<file path="config.mk">
export PLATFORM = sky130hd
export DESIGN_NAME = gated_timer_counter
export DESIGN_NICKNAME = d
export VERILOG_FILES = /design/src/hdl/gated_timer_pkg.sv /design/src/hdl/gated_timer_counter.sv
export SDC_FILE = /design/constraint.sdc
export NUM_CORES = 1
export LEC_CHECK = 0
export BUFFER_PORTS_ARGS = -buffer_cell sky130_fd_sc_hd__buf_2
export CAP_MARGIN = 20
export CORE_ASPECT_RATIO = 0.9
export CORE_MARGIN = 2
export CORE_UTILIZATION = 40
export CTS_CLUSTER_DIAMETER = 50
export CTS_CLUSTER_SIZE = 16
export DETAILED_ROUTE_END_ITERATION = 16
export PLACE_DENSITY = 0.69
export SETUP_SLACK_MARGIN = 0.05
export SLEW_MARGIN = 20
export SYNTH_ARGS = -nofsm -noshare
export SYNTH_HDL_FRONTEND = slang
export SYNTH_SLANG_ARGS = --single-unit
</file>
<file path="constraint.sdc">
create_clock -name sys_clk -period 1.8 [get_ports sys_clk]
set_input_delay 0.45 -clock sys_clk [delete_from_list [all_inputs] [get_ports sys_clk]]
set_output_delay 0.45 -clock sys_clk [all_outputs]
set_load 0.02 [all_outputs]
</file>
<file path="src/hdl/gated_timer_pkg.sv">
// Constants, types and register layout of the gated 16-bit timer/counter
package gated_timer_pkg;

  // Register byte offsets, one aligned 32-bit word each
  localparam logic [11:0] OFF_COUNT_LOW = 12'h000;
  localparam logic [11:0] OFF_COUNT_HIGH = 12'h004;
  localparam logic [11:0] OFF_TIMER_CONTROL = 12'h008;
  localparam logic [11:0] OFF_GATE_CONTROL = 12'h00C;
  localparam logic [11:0] OFF_CLOCK_SELECT = 12'h010;

  // Field positions in timer_control_reg
  localparam int CTRL_ENABLE_BIT = 0;
  localparam int CTRL_ASYNC_BIT = 1;
  localparam int CTRL_PRESCALE_LSB = 4;
  localparam int CTRL_PRESCALE_MSB = 5;

  // Field positions in timer_gate_control_reg
  localparam int GATE_ENABLE_BIT = 0;
  localparam int GATE_POLARITY_BIT = 1;
  localparam int GATE_SEL_LSB = 4;
  localparam int GATE_SEL_MSB = 7;
  localparam int GATE_LEVEL_BIT = 8;

  // Field positions in timer_clock_select_reg
  localparam int CLK_SEL_LSB = 0;
  localparam int CLK_SEL_MSB = 3;

  // Clock source codes; all other codes stop the count
  localparam logic [3:0] CS_INSTR = 4'h0;
  localparam logic [3:0] CS_FOSC = 4'h1;
  localparam logic [3:0] CS_PIN = 4'h2;

  // Gate source codes; codes above GSEL_ZERO_CROSS read a low gate
  localparam logic [3:0] GSEL_PIN = 4'h0;
  localparam logic [3:0] GSEL_BYTE_TIMER = 4'h1;
  localparam logic [3:0] GSEL_SIBLING0 = 4'h2;
  localparam logic [3:0] GSEL_SIBLING1 = 4'h3;
  localparam logic [3:0] GSEL_PERIOD0 = 4'h4;
  localparam logic [3:0] GSEL_PERIOD1 = 4'h5;
  localparam logic [3:0] GSEL_PERIOD2 = 4'h6;
  localparam logic [3:0] GSEL_CCP0 = 4'h7;
  localparam logic [3:0] GSEL_CCP1 = 4'h8;
  localparam logic [3:0] GSEL_PWM0 = 4'h9;
  localparam logic [3:0] GSEL_PWM1 = 4'hA;
  localparam logic [3:0] GSEL_CMP0 = 4'hB;
  localparam logic [3:0] GSEL_CMP1 = 4'hC;
  localparam logic [3:0] GSEL_ZERO_CROSS = 4'hD;

  // Four oscillator cycles make one instruction cycle
  localparam logic [1:0] INSTR_LAST_PHASE = 2'h3;

  // APB answer sequencing
  typedef enum logic {APB_IDLE, APB_ANSWER} apbPhase_e;

  // Internal peripheral outputs offered to the gate multiplexer
  typedef struct packed {
    logic byteTimerOutput;
    logic [1:0] siblingCounterOutput;
    logic [2:0] periodTimerOutput;
    logic [1:0] captureCompareOutput;
    logic [1:0] pulseWidthOutput;
    logic [1:0] comparatorOutput;
    logic zeroCrossOutput;
  } gateSources_s;

  // Whole state of the timer block
  typedef struct packed {
    apbPhase_e phase;
    logic pready;
    logic pslverr;
    logic [31:0] prdata;
    logic [15:0] count;
    logic overflow;
    logic enable;
    logic asyncSel;
    logic [1:0] prescale;
    logic gateEnable;
    logic gatePolarity;
    logic [3:0] gateSel;
    logic [3:0] clkSel;
    logic [2:0] pinSync;
    logic pinLevel;
    logic [2:0] gatePinSync;
    logic gatePinLevel;
    logic armed;
    logic pendEdge;
    logic [1:0] instrPhase;
    logic [2:0] preCnt;
  } state_s;

  // Everything off and idle after reset
  localparam state_s STATE_RESET = '0;

endpackage

</file>
<file path="src/hdl/gated_timer_counter.sv">
// Gated 16-bit timer/counter with APB register access
//
// Added by the designer: register access over APB and the register offsets.
`timescale 1ns/1ps

module gated_timer_counter (
  input wire logic sys_clk,
  input wire logic rstn,
  input wire logic ce,
  input wire logic psel,
  input wire logic penable,
  input wire logic pwrite,
  input wire logic [11:0] paddr,
  input wire logic [31:0] pwdata,
  input wire logic [3:0] pstrb,
  output logic [31:0] prdata,
  output logic pready,
  output logic pslverr,
  input wire logic externalCountInput,
  input wire logic gatePinInput,
  input wire gated_timer_pkg::gateSources_s gateSources,
  output logic [15:0] countValue,
  output logic overflowPulse
);

  // Reset release pipe, active low copy used everywhere else
  logic [1:0] rstPipe;
  logic rstnSync;
  // Registered state and its next value
  gated_timer_pkg::state_s q;
  gated_timer_pkg::state_s d;
  // Decoded helpers, all combinational
  logic instrTick;
  logic pinRise;
  logic pinFall;
  logic gateRaw;
  logic gateActive;
  logic runEn;
  logic baseTick;
  logic [2:0] preTop;
  logic preLast;
  logic incTick;
  logic access;
  logic addrHit;
  logic [7:0] wrByte;
  logic wrOk;

  // Reset synchroniser; it runs even with ce low so reset always lands
  always_ff @(posedge sys_clk or negedge rstn)
  begin
    if (!rstn)
      rstPipe <= 2'h0;
    else
      rstPipe <= {rstPipe[0], 1'h1};
  end
  // Only the second stage is used; the first may still be settling
  assign rstnSync = rstPipe[1];

  // Next-state logic for the whole block
  always_comb
  begin
    d = q;
    // Free-running instruction phase, Fosc divided by four
    instrTick = (q.instrPhase == gated_timer_pkg::INSTR_LAST_PHASE);
    d.instrPhase = q.instrPhase + 2'h1;

    // Pin synchronisers: stage 0 feeds stage 1 only
    d.pinSync = {q.pinSync[1:0], externalCountInput};
    d.gatePinSync = {q.gatePinSync[1:0], gatePinInput};
    // A level is taken once stages 1 and 2 agree
    if (q.pinSync[1] == q.pinSync[2])
      d.pinLevel = q.pinSync[2];
    if (q.gatePinSync[1] == q.gatePinSync[2])
      d.gatePinLevel = q.gatePinSync[2];
    pinRise = (q.pinSync[1] == q.pinSync[2]) && q.pinSync[2] && !q.pinLevel;
    pinFall = (q.pinSync[1] == q.pinSync[2]) && !q.pinSync[2] && q.pinLevel;

    // Gate source multiplexer; unused codes give a low gate
    case (q.gateSel)
      gated_timer_pkg::GSEL_PIN: gateRaw = q.gatePinLevel;
      gated_timer_pkg::GSEL_BYTE_TIMER: gateRaw = gateSources.byteTimerOutput;
      gated_timer_pkg::GSEL_SIBLING0: gateRaw = gateSources.siblingCounterOutput[0];
      gated_timer_pkg::GSEL_SIBLING1: gateRaw = gateSources.siblingCounterOutput[1];
      gated_timer_pkg::GSEL_PERIOD0: gateRaw = gateSources.periodTimerOutput[0];
      gated_timer_pkg::GSEL_PERIOD1: gateRaw = gateSources.periodTimerOutput[1];
      gated_timer_pkg::GSEL_PERIOD2: gateRaw = gateSources.periodTimerOutput[2];
      gated_timer_pkg::GSEL_CCP0: gateRaw = gateSources.captureCompareOutput[0];
      gated_timer_pkg::GSEL_CCP1: gateRaw = gateSources.captureCompareOutput[1];
      gated_timer_pkg::GSEL_PWM0: gateRaw = gateSources.pulseWidthOutput[0];
      gated_timer_pkg::GSEL_PWM1: gateRaw = gateSources.pulseWidthOutput[1];
      gated_timer_pkg::GSEL_CMP0: gateRaw = gateSources.comparatorOutput[0];
      gated_timer_pkg::GSEL_CMP1: gateRaw = gateSources.comparatorOutput[1];
      gated_timer_pkg::GSEL_ZERO_CROSS: gateRaw = gateSources.zeroCrossOutput;
      default: gateRaw = 1'h0;
    endcase
    // Polarity bit names the active level
    gateActive = (gateRaw == q.gatePolarity);
    // Off, always on, or gated
    runEn = q.enable && (!q.gateEnable || gateActive);

    // Falling edge arms the pin counter; disabling disarms it
    if (!q.enable)
      d.armed = 1'h0;
    else if (pinFall)
      d.armed = 1'h1;
    // Instruction-aligned pin edges wait here; set beats the clear
    d.pendEdge = (q.pendEdge && !instrTick) || (pinRise && q.armed && !q.asyncSel);
    if (!q.enable)
      d.pendEdge = 1'h0;

    // Source selection
    case (q.clkSel)
      gated_timer_pkg::CS_INSTR: baseTick = instrTick;
      gated_timer_pkg::CS_FOSC: baseTick = 1'h1;
      // Immediate mode trades instruction alignment for latency
      gated_timer_pkg::CS_PIN: baseTick = q.asyncSel ? (pinRise && q.armed) : (q.pendEdge && instrTick);
      default: baseTick = 1'h0;
    endcase

    // Prescaler ratio 1, 2, 4 or 8
    preTop = (3'h1 << q.prescale) - 3'h1;
    // At or past the top, so a ratio cut mid-count wraps at once instead of
    // running the 3-bit counter all the way round
    preLast = (q.preCnt >= preTop);
    incTick = runEn && baseTick && preLast;
    if (!q.enable)
      d.preCnt = 3'h0;
    else if (runEn && baseTick)
      d.preCnt = preLast ? 3'h0 : q.preCnt + 3'h1;

    // Counter advance with one-cycle wrap pulse
    d.overflow = 1'h0;
    if (incTick)
    begin
      d.count = q.count + 16'h0001;
      d.overflow = (q.count == 16'hFFFF);
    end

    // APB slave, answer one cycle into the access phase
    access = psel && penable;
    addrHit = (paddr == gated_timer_pkg::OFF_COUNT_LOW) || (paddr == gated_timer_pkg::OFF_COUNT_HIGH) ||
              (paddr == gated_timer_pkg::OFF_TIMER_CONTROL) || (paddr == gated_timer_pkg::OFF_GATE_CONTROL) ||
              (paddr == gated_timer_pkg::OFF_CLOCK_SELECT);
    wrByte = pwdata[7:0];
    // Only the low byte lane carries writable bits; a cleared strobe is a no-op
    wrOk = access && pwrite && pstrb[0] && !q.pslverr;
    d.pready = 1'h0;
    d.pslverr = 1'h0;
    unique case (q.phase)
      gated_timer_pkg::APB_IDLE:
      begin
        if (access)
        begin
          d.phase = gated_timer_pkg::APB_ANSWER;
          d.pready = 1'h1;
          d.pslverr = !addrHit;
          d.prdata = 32'h0000_0000;
          // Read data captured now, stands while pready is high
          if (!pwrite)
          begin
            case (paddr)
              gated_timer_pkg::OFF_COUNT_LOW: d.prdata[7:0] = q.count[7:0];
              gated_timer_pkg::OFF_COUNT_HIGH: d.prdata[7:0] = q.count[15:8];
              gated_timer_pkg::OFF_TIMER_CONTROL:
              begin
                d.prdata[gated_timer_pkg::CTRL_ENABLE_BIT] = q.enable;
                d.prdata[gated_timer_pkg::CTRL_ASYNC_BIT] = q.asyncSel;
                d.prdata[gated_timer_pkg::CTRL_PRESCALE_MSB:gated_timer_pkg::CTRL_PRESCALE_LSB] = q.prescale;
              end
              gated_timer_pkg::OFF_GATE_CONTROL:
              begin
                d.prdata[gated_timer_pkg::GATE_ENABLE_BIT] = q.gateEnable;
                d.prdata[gated_timer_pkg::GATE_POLARITY_BIT] = q.gatePolarity;
                d.prdata[gated_timer_pkg::GATE_SEL_MSB:gated_timer_pkg::GATE_SEL_LSB] = q.gateSel;
                d.prdata[gated_timer_pkg::GATE_LEVEL_BIT] = gateActive;
              end
              gated_timer_pkg::OFF_CLOCK_SELECT:
                d.prdata[gated_timer_pkg::CLK_SEL_MSB:gated_timer_pkg::CLK_SEL_LSB] = q.clkSel;
              default: d.prdata = 32'h0000_0000;
            endcase
          end
        end
      end
      gated_timer_pkg::APB_ANSWER:
      begin
        d.phase = gated_timer_pkg::APB_IDLE;
        // Writes land on the completing edge only
        if (wrOk)
        begin
          case (paddr)
            gated_timer_pkg::OFF_COUNT_LOW, gated_timer_pkg::OFF_COUNT_HIGH:
            begin
              // A load beats the advance in the same cycle
              if (paddr == gated_timer_pkg::OFF_COUNT_LOW)
                d.count = {q.count[15:8], wrByte};
              else
                d.count = {wrByte, q.count[7:0]};
              d.overflow = 1'h0;
              d.armed = 1'h0;
              d.pendEdge = 1'h0;
              d.preCnt = 3'h0;
            end
            gated_timer_pkg::OFF_TIMER_CONTROL:
            begin
              d.enable = wrByte[gated_timer_pkg::CTRL_ENABLE_BIT];
              d.asyncSel = wrByte[gated_timer_pkg::CTRL_ASYNC_BIT];
              d.prescale = wrByte[gated_timer_pkg::CTRL_PRESCALE_MSB:gated_timer_pkg::CTRL_PRESCALE_LSB];
            end
            gated_timer_pkg::OFF_GATE_CONTROL:
            begin
              d.gateEnable = wrByte[gated_timer_pkg::GATE_ENABLE_BIT];
              d.gatePolarity = wrByte[gated_timer_pkg::GATE_POLARITY_BIT];
              d.gateSel = wrByte[gated_timer_pkg::GATE_SEL_MSB:gated_timer_pkg::GATE_SEL_LSB];
            end
            gated_timer_pkg::OFF_CLOCK_SELECT:
              d.clkSel = wrByte[gated_timer_pkg::CLK_SEL_MSB:gated_timer_pkg::CLK_SEL_LSB];
            default: d.clkSel = q.clkSel;
          endcase
        end
      end
    endcase
  end

  // State register; ce low freezes everything
  // Reset comes from the synchronised copy, so no flop leaves reset an edge
  // ahead of its neighbours
  always_ff @(posedge sys_clk or negedge rstnSync)
  begin
    if (!rstnSync)
      q <= gated_timer_pkg::STATE_RESET;
    else if (ce)
      q <= d;
  end

  // Outputs straight from the state register
  assign prdata = q.prdata;
  assign pready = q.pready;
  assign pslverr = q.pslverr;
  assign countValue = q.count;
  assign overflowPulse = q.overflow;

  // Most checks pause in reset and while ce is low; a frozen cycle would
  // otherwise look like a missed count

  // Completing write to a count byte
  logic wrLow;
  logic wrHigh;
  assign wrLow = (q.phase == gated_timer_pkg::APB_ANSWER) && wrOk && (paddr == gated_timer_pkg::OFF_COUNT_LOW);
  assign wrHigh = (q.phase == gated_timer_pkg::APB_ANSWER) && wrOk && (paddr == gated_timer_pkg::OFF_COUNT_HIGH);
endmodule

</file>
Word-level counts from Yosys, hierarchy flattened
Cells that the tools add are included.
{"block": "word_totals", "regBits": 83, "inputBits": 69, "out_inout_bits": 51, "wordCells": 128}
{"block": "classes", "add_sub_neg": 4, "magnitude_cmp": 1, "eq_ne": 26, "shift": 1, "mux": 32, "n_bitwise": 1, "reduce_logical": 40}
{"op": "$mux W31", "n": 2}
{"op": "$mux W35", "n": 1}
{"op": "$mux W17", "n": 2}
{"op": "$mux W34", "n": 1}
{"op": "$eq A12 B4 Y1 const B", "n": 2}
{"op": "$eq A4 B4 Y1 const B", "n": 6}
{"op": "$mux W3", "n": 6}
{"op": "$add A16 B1 Y16 const B", "n": 1}
{"op": "$eq A16 B16 Y1 const B", "n": 1}
{"op": "$eq A4 B3 Y1 const B", "n": 4}
{"op": "$mux W16", "n": 1}
{"op": "$logic_and A1 B1 Y1", "n": 15}
{"op": "$pmux W1 S14", "n": 1}
{"op": "$eq A12 B3 Y1 const B", "n": 1}
{"op": "$eq A12 B5 Y1 const B", "n": 1}
{"op": "$eq A4 B2 Y1 const B", "n": 3}
{"op": "$logic_not A12 Y1", "n": 1}
{"op": "$pmux W2 S3", "n": 2}
{"op": "$reduce_and A4 Y1", "n": 3}
{"op": "$pmux W2 S5", "n": 1}
{"op": "$mux W9", "n": 1}
{"op": "$eq A4 B1 Y1 const B", "n": 2}
{"op": "$logic_not A4 Y1", "n": 2}
{"op": "$mux W4", "n": 2}
{"op": "other kinds (20)", "n": 43}

Longest topological paths before layout
{"block": "depth", "ltp_word": 12, "depth_mapped": 9, "depth_no_buf": 9}

Worst setup path after synthesis
Ideal clock, no wire load.
{"block": "synth_timing", "path_type": "in2reg", "start": "input paddr[9]", "end": "register q (netlist bit countValue[6])", "setup_time_ns": 0.129, "arrival_ns": 2.162, "t_required_ns": 1.671, "slack_ns": -0.491, "path_stages": 8, "path_buffers": 1, "cell_sequence": "nor4_2 and4b_1 clkbuf_1 nand3b_1 nor3_1 mux2_2 o21ai_0 o41ai_1"}
{"block": "synth_between", "elab_chain_len": 5, "elab_cells_between_ends": 8, "cone_classes": "eq/ne (2); mux (3); reduce/logical (3)"}
{"item": "start: declaration", "line_no": "gated_timer_counter.sv:13", "rtl": "input wire logic [11:0] paddr,"}
{"item": "$eq A12 B3 Y1 or $logic_not A12 Y1 (tied branches)", "line_no": "gated_timer_counter.sv:190, gated_timer_counter.sv:194"}
{"item": "$reduce_or A2 Y1", "line_no": "gated_timer_counter.sv:190", "rtl": "case (paddr)"}
{"item": "$mux W17", "line_no": "gated_timer_counter.sv:190"}
{"item": "$mux W31", "line_no": "gated_timer_counter.sv:188", "rtl": "if (wrOk)"}
{"item": "$mux W31", "line_no": "gated_timer_counter.sv:149", "rtl": "unique case (q.phase)"}
{"item": "end signal: assignment", "line_no": "gated_timer_counter.sv:230", "rtl": "q <= gated_timer_pkg::STATE_RESET;"}
{"item": "end: declaration", "line_no": "gated_timer_counter.sv:30", "rtl": "gated_timer_pkg::state_s q;"}
Several ways; a longest one is shown, not always the timed one.
A chain may end at the register's enable or synchronous reset.

Worst setup path in the final report
{"block": "layout_timing", "start": "register q[20] (netlist bit)", "end": "register q (netlist bit countValue[10])"}
{"block": "layout_between", "elab_chain_len": 11, "elab_cells_between_ends": 24, "cone_classes": "eq/ne (14); mux (5); reduce/logical (5)"}
{"item": "$eq A4 B4 Y1, or another cell as far along", "line_no": "gated_timer_counter.sv:79", "rtl": "case (q.gateSel)"}
{"item": "$pmux W1 S14 (*)", "line_no": "gated_timer_counter.sv:79"}
{"item": "$eq A1 B1 Y1 (*)", "line_no": "gated_timer_counter.sv:97", "rtl": "gateActive = (gateRaw == q.gatePolarity);"}
{"item": "$logic_or A1 B1 Y1 (*)", "line_no": "gated_timer_counter.sv:99", "rtl": "runEn = q.enable && (!q.gateEnable || gateActive);"}
{"item": "$logic_and A1 B1 Y1 (*)", "line_no": "gated_timer_counter.sv:99"}
{"item": "$logic_and A1 B1 Y1 (*) (2 in series)", "line_no": "gated_timer_counter.sv:125", "rtl": "incTick = runEn && baseTick && preLast;"}
{"item": "$mux W17 (*)", "line_no": "gated_timer_counter.sv:133", "rtl": "if (incTick)"}
{"item": "$mux W17", "line_no": "gated_timer_counter.sv:190"}
{"item": "$mux W31", "line_no": "gated_timer_counter.sv:188"}
{"item": "$mux W31 (*)", "line_no": "gated_timer_counter.sv:149"}
Every way passes the cells marked *; elsewhere a longest branch is shown, timed or not.

==> flow_metrics.tcl <==
set metrics [dict create \
    synthTopCellsByCount "dfrtp_1 (59), buf_4 (48), nand2_1 (47)" \
    cts_tree "done" \
    peakVddDrop_uv 449 \
    die_w_um 108 \
    num_rows 34 \
    first_pass_iters 7 \
    yosysTopAreaCell "dfrtp_1" \
    regToRegEndpoint "countValue[10]$_DFFE_PN0P_" \
    synth_edf_count 0 \
    worstReg2RegStart "q[20]$_DFFE_PN0P_" \
    cpMaxStageDelayCell "or4_4" \
    yosys_warnings 0 \
    final_nets 664 \
    io_buffer_count 69 \
    path_cells "buf_6 -> o32a_1 -> a21oi_2 -> nand4b_4 -> buf_6 -> nand3_4 -> or4_4 -> nand3_1" \
    skew_ns 0.0154 \
    max_cap_violations 0 \
    synth_most_common_cell "dfrtp_1" \
    yosysSeqAreaShare 0.377 \
    io_pins 120 \
    synth-main-ff-cell "dfrtp_1" \
    avgSynthCellArea_um2 9.16 \
    drt_iter0_markers 295 \
    start_kind "register" \
    grt_pass1_wl_um 19600 \
    grt_max_degree 38 \
    syn-cell-area_um2 3920 \
    dpl.cell_count 677 \
    async_reset_ff_frac 1.00 \
    max_stage_delay_ns 0.55 \
    detail-route-antenna-nets 0 \
    setup.worst_path.class "reg2reg" \
    antenna_found_initial 0 \
    diodes 0 \
    die-height_um 97.9 \
    rrSetupSlack_ns -0.47 \
    p_per_area_nw_per_um2 526 \
    hp-class "reg2async" \
    yosys.area.top_type_share 0.377 \
    hpwl_um 8740 \
    core_area_um2 9610 \
    layout-drive-gt1-share 0.491 \
    fillCellCount 804 \
    synth-seq-cells 59 \
    finalHoldViolCount 0 \
    dpl_worst_slack_ns -0.503 \
    drt_wl_total_um 12600 \
    p_total_w 0.00299 \
    tightest_slew_ns 0.516 \
    grt-ovfl-total 0 \
    setup_viol 23 \
    grt_pass1_vias 3837 \
    insertion_delay_ns 0.34 \
    clock_path_buffers 2 \
    drc 0 \
    synth_cells 428 \
    utilization 0.592 \
    cts-root-buf "clkbuf_8" \
    cts_sinks 59 \
    initial_core_util 0.408 \
    critPathCaptureType "register" \
    status "finished, violations left" \
    required_ns 2.08 \
    grt_usage 0.238 \
    vias 3931 \
    period_minus_slack_ns 2.27 \
    slew_violations 0 \
    synth_top_cells_by_area "dfrtp_1 (38%), buf_4 (9.2%), mux2_2 (5.5%), nand2_1 (4.5%), o21ai_0 (4.0%)" \
    wl_per_cell_um 17.6 \
    crit_path_frequent_cell "buf_6" \
    vias_per_cell 5.48 \
    fmax_ghz 0.441 \
    rsz0062_at_grt "yes" \
    dieArea_um2 10600 \
    yosysUniqueCellTypes 64 \
    place_congestion 0.941 \
    failed_checks "setup timing" \
    relSlewSlack 0.656 \
    clkSlewWorstSetupHoldPaths_ns 0.08 \
    cts_made_buffers 9 \
    p_leak_nw 2.62 \
    htree_levels 3 \
    area.growth.synth_to_final_pct 45.2 \
    arrival_ns 2.54 \
    worstPathMaxFanout 6 \
    fin_crit_sh 1.26 \
    r2r_cells 8 \
    worst_slack_ns -0.466 \
    stdcell_count 717 \
]
==> placed cells by master (no fill, tap or decap), types with 4 or more instances in the layout <==
cell	synthesis	routed
buf_4	48	96
buf_2	1	67
dfrtp_1	59	57
nand2_1	47	43
conb_1	2	24
buf_6	1	23
o21ai_0	31	22
inv_1	15	15
nand3_1	20	14
mux2_2	19	13
a21oi_1	18	13
nor2_1	17	12
o211ai_1	11	11
clkbuf_8	0	10
nand2b_1	9	9
mux2_4	1	8
ha_1	8	7
and3_1	8	6
mux2i_1	8	6
nand3_2	1	5
o21ai_2	0	5
o21ai_1	1	5
nor3_1	7	4
nand3_4	1	4
a22oi_1	4	4
or4_1	5	4
or3_1	4	4
buf_12	0	4
==> power by group <==
group | switching (W) | internal (W) | total (W)
clock | 0.000526 | 0.000523 | 0.00105
sequential | 0.0000490 | 0.00139 | 0.00144
combinational | 0.000272 | 0.000232 | 0.000504
==> flip-flops by register name, indices dropped and copies added (netlist names) <==
name,cells
prdata,9
q,26
pslverr,1
rstPipe,2
countValue,16
d,4
overflowPulse,1
==> worst max-delay path: cells and delay by family (launching register included) <==
kind            cells  cell delay [ns]
compound gates      2             0.57
simple gates        4             0.90
flops               1             0.46
buf+inv             2             0.26
==> worst max path at each step <==
stage | startpoint | endpoint | slack [ns]
2_1_floorplan | q[27]$_DFFE_PN0P_ | countValue[15]$_DFFE_PN0P_ | -0.39
3_3_place_gp | gateSources[11] | countValue[8]$_DFFE_PN0P_ | -0.42
3_5_place_dp | paddr[9] | countValue[14]$_DFFE_PN0P_ | -0.50
4_1_cts | q[15]$_DFFE_PN0P_ | countValue[10]$_DFFE_PN0P_ | -0.43
5_1_grt | q[27]$_DFFE_PN0P_ | countValue[10]$_DFFE_PN0P_ | -0.53
6_report | q[20]$_DFFE_PN0P_ | countValue[10]$_DFFE_PN0P_ | -0.47
==> per-stage QoR <==
stage | TNS (ns) | hold WS [ns] | instance area [um2]
detailed placement | -14.08 | 0.237 | 4940
global placement | -11.46 | 0.236 | 4940
global route | -9.03 | 0.293 | 5690
finish | -7.46 | 0.244 | 5690
floorplan | -5.81 | 0.154 | 4120
CTS | -6.73 | 0.257 | 5500
==> kinds of logic after synthesis <==
| logic type | share of synthesized area |
|---|---|
| AOI/OAI and AO/OA | 0.168 |
| xor gates and xnor gates | 0.00447 |
| adders and majority gates | 0.0255 |
| buffers and inverters | 0.126 |
| DFF | 0.377 |
| muxes | 0.0932 |
| other | 0.00192 |
| and+or+nand+nor | 0.204 |
==> what timing repair did <==
item / CTS / global route
hold endpoints to repair: 2 / 0
resized for setup: 57 / 35
gates cloned: 1 / 0
pin swaps: 42 / 23
buffers inserted: 19 / 8
hold buffers: 1 / 0
endpoints found under the setup margin: 31 / 36
==> layout make-up <==
type / count / area [um2] / share of cell area
Timing Repair Buffer: 191 / 1410 / 0.247
Clock inverter: 3 / 15.0 / 0.00264
Sequential cell: 59 / 1480 / 0.260
Inverter: 15 / 56.3 / 0.00989
Tap cell: 126 / 158 / 0.0277
Clock buffer: 12 / 145 / 0.0255
Multi-Input combinational cell: 311 / 2430 / 0.428
==> per-layer routing <==
metal  share of wire  vias up  global-route usage
li1                -     1806                   -
met3           0.070       43              0.0394
met5               0        -                   0
met1            0.41     1896               0.311
met4           0.034        0              0.0789
met2            0.49      186               0.400
Power figures use the tool's default switching activity.
